$ cat src/verilog/fe_ctrl_pkg.sv
package fe_ctrl_pkg;
    // register indices as printed; byte address is four times the index
    localparam logic [7:0]  SIG_CHAIN_IDX    = 8'hcd;
    localparam logic [7:0]  DIE_B_POWER_IDX  = 8'hd5;
    localparam logic [7:0]  OFFSET_CTRL_IDX  = 8'hd0;
    localparam logic [11:0] SIG_CHAIN_ADDR   = {2'h0, SIG_CHAIN_IDX, 2'h0};
    localparam logic [11:0] DIE_B_POWER_ADDR = {2'h0, DIE_B_POWER_IDX, 2'h0};
    localparam logic [11:0] OFFSET_CTRL_ADDR = {2'h0, OFFSET_CTRL_IDX, 2'h0};
    localparam int          ADDR_W           = 12;
    localparam logic [15:0] REG_RESET        = 16'h0000;
    // signal-chain fields
    localparam int          HALF_CLAMP_BIT   = 15;
    localparam int          HARM_FILT_BIT    = 14;
    localparam int          VOLT_TO_CURRENT_CLAMP_ENABLE_BIT    = 13;
    localparam int          HPF_DIV3_BIT     = 8;
    localparam logic [15:0] SIG_CHAIN_MASK   = 16'he100;
    // die b power fields
    localparam int          FULL_PD_BIT      = 15;
    localparam int          FAST_PD_BIT      = 14;
    localparam int          AMP_PD_BIT       = 13;
    localparam int          ATT_PD_BIT       = 12;
    localparam int          MODE_HI          = 11;
    localparam int          MODE_LO          = 10;
    localparam int          LOW_NF_BIT       = 9;
    localparam logic [15:0] POWER_MASK       = 16'hfeff;
    localparam logic [1:0]  MODE_LOW_NOISE   = 2'h0;
    localparam logic [1:0]  MODE_LOW_POWER   = 2'h1;
    localparam logic [1:0]  MODE_MED_POWER   = 2'h2;
    localparam logic [1:0]  RESP_OKAY        = 2'h0;
    localparam logic [1:0]  RESP_SLVERR      = 2'h2;
endpackage

$ cat src/verilog/frontend_clamp_power_ctrl_regs.sv
// Register access over AXI4-Lite is this design's own decision.
`timescale 1ns/100ps
////////////////////////////////////////////////////////////////////////////////
// How it works
// - bit 15 drives amplifier output half clamp
// - bit 14 enables 5 MHz harmonic filter
// - bit 13 enables volt-to-current clamp
// - bit 8 divides highpass corner by three
// - full powerdown of die b when offset
// - fast partial powerdown of die b
// - input amplifier powerdown of die b only
// - attenuator and gain powerdown of die b
// - power mode select for die b
// - low noise figure enable on die b
// - odd channel amplifier powerdowns when offset
// - die b mode acts only with offset
// - offset bit selects pair or single mapping
module frontend_clamp_power_ctrl_regs
    import fe_ctrl_pkg::*;
(
    input  wire logic              sys_clk,                  // 20 MHz clock
    input  wire logic              nrst,                     // async reset, low
    input  wire logic [ADDR_W-1:0] s_axi_awaddr,             // write address
    input  wire logic              s_axi_awvalid,            // write address valid
    output logic                   s_axi_awready,            // write address ready
    input  wire logic [31:0]       s_axi_wdata,              // write data
    input  wire logic [3:0]        s_axi_wstrb,              // byte enables
    input  wire logic              s_axi_wvalid,             // write data valid
    output logic                   s_axi_wready,             // write data ready
    output logic [1:0]             s_axi_bresp,              // write response
    output logic                   s_axi_bvalid,             // response valid
    input  wire logic              s_axi_bready,             // response ready
    input  wire logic [ADDR_W-1:0] s_axi_araddr,             // read address
    input  wire logic              s_axi_arvalid,            // read address valid
    output logic                   s_axi_arready,            // read address ready
    output logic [31:0]            s_axi_rdata,              // read data
    output logic [1:0]             s_axi_rresp,              // read response
    output logic                   s_axi_rvalid,             // read valid
    input  wire logic              s_axi_rready,             // read ready
    output logic                   amp_output_half_clamp,    // amp clamp to ~1.5 Vpp
    output logic                   harmonic_filter_enable,   // 5 MHz lowpass on
    output logic                   volt_to_current_clamp_enable, // volt_to_current_clamp_enable on
    output logic                   input_highpass_divide_three,  // corner / 3
    output logic                   die_b_full_powerdown,     // slow-wake powerdown
    output logic                   die_b_fast_powerdown,     // fast-wake powerdown
    output logic                   die_b_input_amp_powerdown, // input amp off
    output logic                   die_b_atten_gain_powerdown, // atten and gain off
    output logic                   die_b_mode_apply,         // die b mode takes effect
    output logic [1:0]             die_b_power_mode,         // selected mode
    output logic                   die_b_low_noise_figure,   // low NF on die b
    output logic [7:0]             odd_channel_powerdown,    // ch 15..1 amp chain off
    output logic                   pair_mapping              // offset clear: pairs programmed
);

    ////////////////////////////////////////////////////////////////////////////
    logic [15:0] sig_chain;
    logic [15:0] die_b_power;
    logic        addr_offset;
    logic [15:0] next_sig_chain;
    logic [15:0] next_die_b_power;
    logic        next_addr_offset;

    logic              aw_held, w_held;
    logic [ADDR_W-1:0] aw_addr;
    logic [31:0]       w_data;
    logic [3:0]        w_strb;
    logic              next_aw_held, next_w_held;
    logic [ADDR_W-1:0] next_aw_addr;
    logic [31:0]       next_w_data;
    logic [3:0]        next_w_strb;
    logic              next_bvalid;
    logic [1:0]        next_bresp;
    logic              next_rvalid;
    logic [1:0]        next_rresp;
    logic [31:0]       next_rdata;
    logic              do_write;
    logic [15:0]       wmask;

    ////////////////////////////////////////////////////////////////////////////
    // write address and data are each held once, in either order
    assign s_axi_awready = !aw_held && !s_axi_bvalid;
    assign s_axi_wready  = !w_held && !s_axi_bvalid;
    assign s_axi_arready = !s_axi_rvalid;

    always_comb begin
        next_aw_held = aw_held;
        next_aw_addr = aw_addr;
        next_w_held  = w_held;
        next_w_data  = w_data;
        next_w_strb  = w_strb;
        if (s_axi_awvalid && s_axi_awready) begin
            next_aw_held = 1'b1;
            next_aw_addr = s_axi_awaddr;
        end
        if (s_axi_wvalid && s_axi_wready) begin
            next_w_held = 1'b1;
            next_w_data = s_axi_wdata;
            next_w_strb = s_axi_wstrb;
        end
        // decided here from the captured flags, before they are cleared below;
        // a continuous assign on the cleared flags would feed back into this block
        do_write = next_aw_held && next_w_held && !s_axi_bvalid;
        wmask = {{8{next_w_strb[1]}}, {8{next_w_strb[0]}}};
        next_sig_chain   = sig_chain;
        next_die_b_power = die_b_power;
        next_addr_offset = addr_offset;
        next_bvalid      = s_axi_bvalid && !s_axi_bready;
        next_bresp       = s_axi_bresp;
        if (do_write) begin
            next_aw_held = 1'b0;
            next_w_held  = 1'b0;
            next_bvalid  = 1'b1;
            next_bresp   = RESP_OKAY;
            // reserved bits are kept at zero, so a careless write cannot set them
            unique case (next_aw_addr)
                SIG_CHAIN_ADDR:
                    next_sig_chain = ((sig_chain & ~wmask) | (next_w_data[15:0] & wmask))
                                     & SIG_CHAIN_MASK;
                DIE_B_POWER_ADDR:
                    next_die_b_power = ((die_b_power & ~wmask) | (next_w_data[15:0] & wmask))
                                       & POWER_MASK;
                OFFSET_CTRL_ADDR:
                    if (next_w_strb[0]) begin
                        next_addr_offset = next_w_data[0];
                    end
                default:
                    next_bresp = RESP_SLVERR;
            endcase
        end
        next_rvalid = s_axi_rvalid && !s_axi_rready;
        next_rresp  = s_axi_rresp;
        next_rdata  = s_axi_rdata;
        if (s_axi_arvalid && s_axi_arready) begin
            next_rvalid = 1'b1;
            next_rresp  = RESP_OKAY;
            unique case (s_axi_araddr)
                SIG_CHAIN_ADDR:   next_rdata = {16'h0000, sig_chain};
                DIE_B_POWER_ADDR: next_rdata = {16'h0000, die_b_power};
                OFFSET_CTRL_ADDR: next_rdata = {31'h00000000, addr_offset};
                default: begin
                    next_rdata = 32'h00000000;
                    next_rresp = RESP_SLVERR;
                end
            endcase
        end
    end

    always_ff @(posedge sys_clk or negedge nrst) begin
        if (!nrst) begin
            sig_chain     <= REG_RESET;
            die_b_power   <= REG_RESET;
            addr_offset   <= 1'b0;
            aw_held       <= 1'b0;
            aw_addr       <= '0;
            w_held        <= 1'b0;
            w_data        <= 32'h00000000;
            w_strb        <= 4'h0;
            s_axi_bvalid  <= 1'b0;
            s_axi_bresp   <= RESP_OKAY;
            s_axi_rvalid  <= 1'b0;
            s_axi_rresp   <= RESP_OKAY;
            s_axi_rdata   <= 32'h00000000;
        end else begin
            sig_chain     <= next_sig_chain;
            die_b_power   <= next_die_b_power;
            addr_offset   <= next_addr_offset;
            aw_held       <= next_aw_held;
            aw_addr       <= next_aw_addr;
            w_held        <= next_w_held;
            w_data        <= next_w_data;
            w_strb        <= next_w_strb;
            s_axi_bvalid  <= next_bvalid;
            s_axi_bresp   <= next_bresp;
            s_axi_rvalid  <= next_rvalid;
            s_axi_rresp   <= next_rresp;
            s_axi_rdata   <= next_rdata;
        end
    end

    ////////////////////////////////////////////////////////////////////////////
    // analog controls, registered so they never glitch into the front end
    logic [15:0] ctrl_q;
    logic [7:0]  chan_q;
    logic [15:0] next_ctrl;
    logic [7:0]  next_chan;

    always_comb begin
        next_ctrl     = 16'h0000;
        next_ctrl[0]  = sig_chain[HALF_CLAMP_BIT];
        next_ctrl[1]  = sig_chain[HARM_FILT_BIT];
        next_ctrl[2]  = sig_chain[VOLT_TO_CURRENT_CLAMP_ENABLE_BIT];
        next_ctrl[3]  = sig_chain[HPF_DIV3_BIT];
        next_ctrl[4]  = addr_offset & die_b_power[FULL_PD_BIT];
        next_ctrl[5]  = addr_offset & die_b_power[FAST_PD_BIT];
        next_ctrl[6]  = addr_offset & die_b_power[AMP_PD_BIT];
        next_ctrl[7]  = addr_offset & die_b_power[ATT_PD_BIT];
        next_ctrl[8]  = addr_offset;
        next_ctrl[10:9] = addr_offset ? die_b_power[MODE_HI:MODE_LO] : MODE_LOW_NOISE;
        // low NF only meaningful in low-noise mode; software keeps that order
        next_ctrl[11] = addr_offset & die_b_power[LOW_NF_BIT];
        next_ctrl[12] = !addr_offset;
        next_chan     = addr_offset ? die_b_power[7:0] : 8'h00;
    end

    always_ff @(posedge sys_clk or negedge nrst) begin
        if (!nrst) begin
            ctrl_q <= 16'h1000;
            chan_q <= 8'h00;
        end else begin
            ctrl_q <= next_ctrl;
            chan_q <= next_chan;
        end
    end

    assign amp_output_half_clamp        = ctrl_q[0];
    assign harmonic_filter_enable       = ctrl_q[1];
    assign volt_to_current_clamp_enable = ctrl_q[2];
    assign input_highpass_divide_three  = ctrl_q[3];
    assign die_b_full_powerdown         = ctrl_q[4];
    assign die_b_fast_powerdown         = ctrl_q[5];
    assign die_b_input_amp_powerdown    = ctrl_q[6];
    assign die_b_atten_gain_powerdown   = ctrl_q[7];
    assign die_b_mode_apply             = ctrl_q[8];
    assign die_b_power_mode             = ctrl_q[10:9];
    assign die_b_low_noise_figure       = ctrl_q[11];
    assign pair_mapping                 = ctrl_q[12];
    assign odd_channel_powerdown        = chan_q;

    ////////////////////////////////////////////////////////////////////////////
    AST_HALF_CLAMP: assert property (@(posedge sys_clk) disable iff (!nrst)
        amp_output_half_clamp == $past(sig_chain[HALF_CLAMP_BIT]))
        else $error("half clamp does not follow register");
    AST_HARM_FILT: assert property (@(posedge sys_clk) disable iff (!nrst)
        harmonic_filter_enable == $past(sig_chain[HARM_FILT_BIT]))
        else $error("harmonic filter does not follow register");
    AST_V2I: assert property (@(posedge sys_clk) disable iff (!nrst)
        volt_to_current_clamp_enable == $past(sig_chain[VOLT_TO_CURRENT_CLAMP_ENABLE_BIT]))
        else $error("volt_to_current_clamp_enable does not follow register");
    AST_HPF_DIV3: assert property (@(posedge sys_clk) disable iff (!nrst)
        input_highpass_divide_three == $past(sig_chain[HPF_DIV3_BIT]))
        else $error("highpass divide not applied");
    AST_FULL_PD: assert property (@(posedge sys_clk) disable iff (!nrst)
        die_b_full_powerdown |-> $past(addr_offset) && $past(die_b_power[FULL_PD_BIT]))
        else $error("full powerdown without cause");
    AST_FAST_PD: assert property (@(posedge sys_clk) disable iff (!nrst)
        die_b_fast_powerdown == ($past(addr_offset) && $past(die_b_power[FAST_PD_BIT])))
        else $error("fast powerdown wrong");
    AST_AMP_PD: assert property (@(posedge sys_clk) disable iff (!nrst)
        die_b_input_amp_powerdown == ($past(addr_offset) && $past(die_b_power[AMP_PD_BIT])))
        else $error("input amp powerdown wrong");
    AST_ATT_PD: assert property (@(posedge sys_clk) disable iff (!nrst)
        die_b_atten_gain_powerdown == ($past(addr_offset) && $past(die_b_power[ATT_PD_BIT])))
        else $error("atten powerdown wrong");
    AST_MODE: assert property (@(posedge sys_clk) disable iff (!nrst)
        addr_offset |=> die_b_power_mode == $past(die_b_power[MODE_HI:MODE_LO]))
        else $error("power mode wrong");
    AST_LOW_NF: assert property (@(posedge sys_clk) disable iff (!nrst)
        die_b_low_noise_figure |-> $past(die_b_power[LOW_NF_BIT]))
        else $error("low noise figure without bit");
    AST_CHAN: assert property (@(posedge sys_clk) disable iff (!nrst)
        odd_channel_powerdown == ($past(addr_offset) ? $past(die_b_power[7:0]) : 8'h00))
        else $error("channel powerdown wrong");
    AST_MODE_GATE: assert property (@(posedge sys_clk) disable iff (!nrst)
        die_b_mode_apply == $past(addr_offset) && (die_b_mode_apply || die_b_power_mode == MODE_LOW_NOISE))
        else $error("mode applied without offset");
    AST_MAPPING: assert property (@(posedge sys_clk) disable iff (!nrst)
        pair_mapping == !$past(addr_offset))
        else $error("mapping flags disagree");
    AST_RESERVED: assert property (@(posedge sys_clk) disable iff (!nrst)
        (sig_chain & ~SIG_CHAIN_MASK) == 16'h0000 && die_b_power[8] == 1'b0)
        else $error("reserved bit set");
    AST_BRESP: assert property (@(posedge sys_clk) disable iff (!nrst)
        (s_axi_bvalid && !s_axi_bready) |=> s_axi_bvalid && $stable(s_axi_bresp))
        else $error("write response dropped");
    // bus contract checks; a new transfer cannot start while its answer is pending
    AST_B_CLEAR: assert property (@(posedge sys_clk) disable iff (!nrst)
        (s_axi_bvalid && s_axi_bready) |=> !s_axi_bvalid)
        else $error("write response not retired");
    AST_R_CLEAR: assert property (@(posedge sys_clk) disable iff (!nrst)
        (s_axi_rvalid && s_axi_rready) |=> !s_axi_rvalid)
        else $error("read response not retired");
    AST_B_AFTER_WRITE: assert property (@(posedge sys_clk) disable iff (!nrst)
        (s_axi_awvalid && s_axi_awready && s_axi_wvalid && s_axi_wready) |=> s_axi_bvalid)
        else $error("write response missing");
    AST_R_AFTER_READ: assert property (@(posedge sys_clk) disable iff (!nrst)
        (s_axi_arvalid && s_axi_arready) |=> s_axi_rvalid)
        else $error("read response missing");
    AST_RDATA_HOLD: assert property (@(posedge sys_clk) disable iff (!nrst)
        (s_axi_rvalid && !s_axi_rready) |=> s_axi_rvalid && $stable(s_axi_rdata) && $stable(s_axi_rresp))
        else $error("read response dropped");
    AST_READ_SIG: assert property (@(posedge sys_clk) disable iff (!nrst)
        (s_axi_arvalid && s_axi_arready && s_axi_araddr == SIG_CHAIN_ADDR)
        |=> s_axi_rdata == {16'h0000, $past(sig_chain)})
        else $error("signal chain readback wrong");
    AST_READ_POWER: assert property (@(posedge sys_clk) disable iff (!nrst)
        (s_axi_arvalid && s_axi_arready && s_axi_araddr == DIE_B_POWER_ADDR)
        |=> s_axi_rdata == {16'h0000, $past(die_b_power)})
        else $error("power readback wrong");
    AST_NO_OFFSET: assert property (@(posedge sys_clk) disable iff (!nrst)
        !$past(addr_offset) |-> !die_b_full_powerdown && !die_b_fast_powerdown && !die_b_low_noise_figure
            && odd_channel_powerdown == 8'h00)
        else $error("die b control active without offset");

endmodule
$ cat config.mk
export PLATFORM = sky130hd
export DESIGN_NAME = frontend_clamp_power_ctrl_regs
export DESIGN_NICKNAME = d
export VERILOG_FILES = /design/src/verilog/fe_ctrl_pkg.sv /design/src/verilog/frontend_clamp_power_ctrl_regs.sv
export SDC_FILE = /design/constraint.sdc
export NUM_CORES = 1
export LEC_CHECK = 0
export ABC_AREA = 1
export BUFFER_PORTS_ARGS = -buffer_cell sky130_fd_sc_hd__buf_2
export CAP_MARGIN = 40
export CORE_MARGIN = 4
export CORE_UTILIZATION = 50
export CTS_CLUSTER_SIZE = 8
export DETAILED_ROUTE_END_ITERATION = 12
export PLACE_DENSITY = 0.77
export SLEW_MARGIN = 20
export SYNTH_ARGS = -nofsm -noshare
export SYNTH_HDL_FRONTEND = slang
export SYNTH_SLANG_ARGS = --single-unit
$ cat constraint.sdc
create_clock -name sys_clk -period 2.6 [get_ports sys_clk]
set_clock_uncertainty 0.2 [all_clocks]
set_input_delay 0.13 -clock sys_clk [delete_from_list [all_inputs] [get_ports sys_clk]]
set_output_delay 0.13 -clock sys_clk [all_outputs]
set_load 0.02 [all_outputs]
==> summary.md <==
| Metric | Value |
|---|---|
| Critical Path Max Stage Delay | between 0.4 and 0.5 ns |
| RSZ-0062 raised after global routing | no |
| Global-route wire length before repair | 15,400 um |
| Worst Hold Launch | s_axi_awvalid |
| Slowest stage cell, crit path | dfrtp_1 |
| Row count | 33 |
| Clock-pin slew on the worst setup and hold paths | approximately 0.10 ns |
| Total congestion overflow | 0 |
| VDD IR max | a little under 0.0007 V |
| Share of cells above drive strength 1 | 0.258 |
| Fin crit share | 0.890 |
| CP startpoint kind | flip-flop |
| RR Startpoint | s_axi_bvalid$_DFF_PN0_ |
| CP Capture Type | flip-flop |
| Layout overhead on the synthesized area | 24.7% |
| CTS tree | built |
| Final Hold Viols | 0 |
| WP data arrival | 2.36 ns |
| Power Total | between 4 and 5 mW |
| Die height | 99.9 um |
| Post-synthesis register bit count | just over 90 |
| Critical path cell sequence | nor2_4 -> nand2_4 -> nand2_4 -> nand2_4 -> nor2_2 -> nand4_4 -> nand2_1 -> o21ai_2 |
| Detail Route Antenna Nets | 0 |
| Fmax | between 400 and 500 MHz |
| Netlist Area Pre-Place | 0.00422 mm^2 |
| Clock Sinks | between 90 and 100 |
| Fill count | around 710 |
| Post-CTS Setup Inserts | 0 |
| Slew @ Worst Pin | around 0.64 ns |
| Final wirelength | 8960 um |
| Top delay family on crit path | simple AND/OR/NAND/NOR gates |
| Total negative slack | 0 ns |
| DRC | 0 |
| RD Place Congestion | 0.808 |
| DR WL/cell | around 13 um |
| Register area | approximately 0.0023 mm^2 |
| Slew headroom | 0.574 |
| CTS Root Cell | clkbuf_8 |
| Cells on worst reg2reg path | 8 |
| DRT Pass-1 Iters | 4 |
| WP buf/inv | 0 |
| Die Wd | around 100 um |
| CORE AREA | slightly above 0.008 mm^2 |
| Power Dens Cells | about 770 mW/mm^2 |
| Initial DRC count | roughly 120 |
| Yosys cell types | 28 |
| Number of antenna violations at the first check in global routing | 0 |
| Total Routing Usage GR | 0.192 |
| CP Max Fanout | 18 |
| Reg-to-reg slack, setup | 0.29 ns |
| Req. time, crit path | 2.65 ns |
| Via count | about 3,400 |
| Hold/Removal Path Class | in -> reg |
| Boundary pin count | between 100 and 150 |
| Max Cap Viol | 0 |
| # resized after CTS | 0 |
| Num CTS Buffers | 9 |
| Stages on worst setup path | 8 |
| Worst Hold Endpoint | aw_addr[8]$_DFF_PN0_ |
| Setup violators final | 0 |
| Port buffer count | 92 |
| Seq/Total Area, Yosys | 0.551 |
| Die area | roughly 0.010 mm^2 |
| CP most frequent cell | nand2_4 |
| Hold Path Depth | 3 |
| Share of the synthesized area in the top cell type | 0.545 |
| Vias per cell | 4.84 |
| YS warnings | 0 |
| CTS Hold Buffers Added | 37 |
| Pin count of the biggest net entering global routing | approximately 40 |
| Final min period | 2.31 ns |
| Initial Utilization | 0.514 |
| Syn Area/Cell | 9.20 um^2 |
| LEAKAGE | 3.09 nW |
| Max-slew violations | 0 |
| Vias in the first global route | approximately 3,300 |
| Antenna diodes | 0 |
| Mapped Cells | 459 |
| Worst skew pair latency | approximately 0.36 ns |
| Clk buf depth | 2 |
| H-Tree Depth | 3 |
| Worst setup path class | reg -> reg |
| Post-synth top area cell | dfrtp_1 |
| Post-DP HPWL | 6210 um |
| Final nets | 654 |
| Status | finished clean |
| Area contributors post-synth | dfrtp_1 (55%), nand2_1 (11%), inv_1 (5.5%) |
| Area of the multi-input gates | ~0.0015 mm^2 |
logic make-up (layout without fill, tap and decap cells):
logic type             Yosys count  in the layout  share of synthesized area
AND/OR/NAND/NOR                232            232                      0.278
buffers and inverters           97            213                      0.111
flip-flops                      93             93                      0.551
AO/OA/AOI/OAI                   36             36                     0.0586
other                            1             18                   0.000888
per-layer routing:
metal | part of all wire | global-route usage | vias to the layer above
li1 | - | - | 1638
met1 | 0.43 | 0.255 | 1589
met3 | 0.069 | 0.0327 | 17
met5 | 0 | 0 | -
met2 | 0.48 | 0.309 | 126
met4 | 0.024 | 0.0903 | 0
report_power, final:
group	leakage, nW	internal [mW]	switching (mW)
sequential	1.23	1.70	0.100
combinational	1.76	0.447	0.860
clock	0.104	0.386	0.576
total	3.09	2.53	1.54
per-stage QoR:
| stage | utilization | hold WS (ns) | cells | area, um^2 | setup slack [ns] |
|---|---|---|---|---|---|
| 2_1_floorplan | - | -0.366 | 476 | 4290 | 0.549 |
| 3_3_place_gp | 0.571 | -0.0661 | 644 | 4690 | 0.349 |
| 3_5_place_dp | 0.571 | -0.0651 | 644 | 4690 | 0.284 |
| 4_1_cts | 0.641 | 0.00215 | 697 | 5270 | 0.257 |
| 5_1_grt | 0.641 | 0.0337 | 697 | 5270 | 0.104 |
| 6_report | 0.641 | 0.0126 | 697 | 5270 | 0.287 |
worst max-delay path by stage:
| stage | from | to | slack [ns] |
|---|---|---|---|
| 2_1_floorplan | s_axi_bvalid$_DFF_PN0_ | flip-flop | 0.55 |
| 3_3_place_gp | s_axi_bvalid$_DFF_PN0_ | flip-flop | 0.35 |
| 3_5_place_dp | s_axi_bvalid$_DFF_PN0_ | flip-flop | 0.28 |
| 4_1_cts | s_axi_bvalid$_DFF_PN0_ | flip-flop | 0.26 |
| 5_1_grt | s_axi_bvalid$_DFF_PN0_ | flip-flop | 0.10 |
| 6_report | s_axi_bvalid$_DFF_PN0_ | flip-flop | 0.29 |
worst min-delay path: stages:
cell and delay (ns):
buf_2 0.21, nand3_1 0.12, nand2_1 0.07
layout make-up:
type,count,area share
Clock buffer,9,0.0235
Clock inverter,7,0.0150
Inverter,62,0.0442
Multi-Input combinational cell,286,0.284
Sequential cell,93,0.442
Tap cell,105,0.0249
Timing Repair Buffer,135,0.167
cells in the final DEF (no fill, tap or decap), drive strengths merged:
cell / Yosys / layout
nand2: 136 / 136
buf: 27 / 98
dfrtp: 92 / 92
inv: 62 / 66
nand3: 44 / 44
dlygate4sd3: 0 / 37
o21ai: 28 / 28
nor2: 19 / 19
conb: 1 / 18
and2: 16 / 16
nand3b: 11 / 11
clkbuf: 8 / 9
a21oi: 5 / 5
nand4: 4 / 4
a21o: 3 / 3
clkinv: 0 / 3
nor3: 1 / 1
nor4: 1 / 1
dfstp: 1 / 1
cell usage after synthesis (all sizes together):
library cell and count:
inv 62, nor2 19, a21o 3, nor4 1, and2 16, a21oi 5, nand3 44, conb 1
nor3 1, buf 27, dfstp 1, nand4 4, nand3b 11, clkbuf 8, o21ai 28, dfrtp 92
nand2 136
No activity file was read; power rests on OpenSTA's default activity.
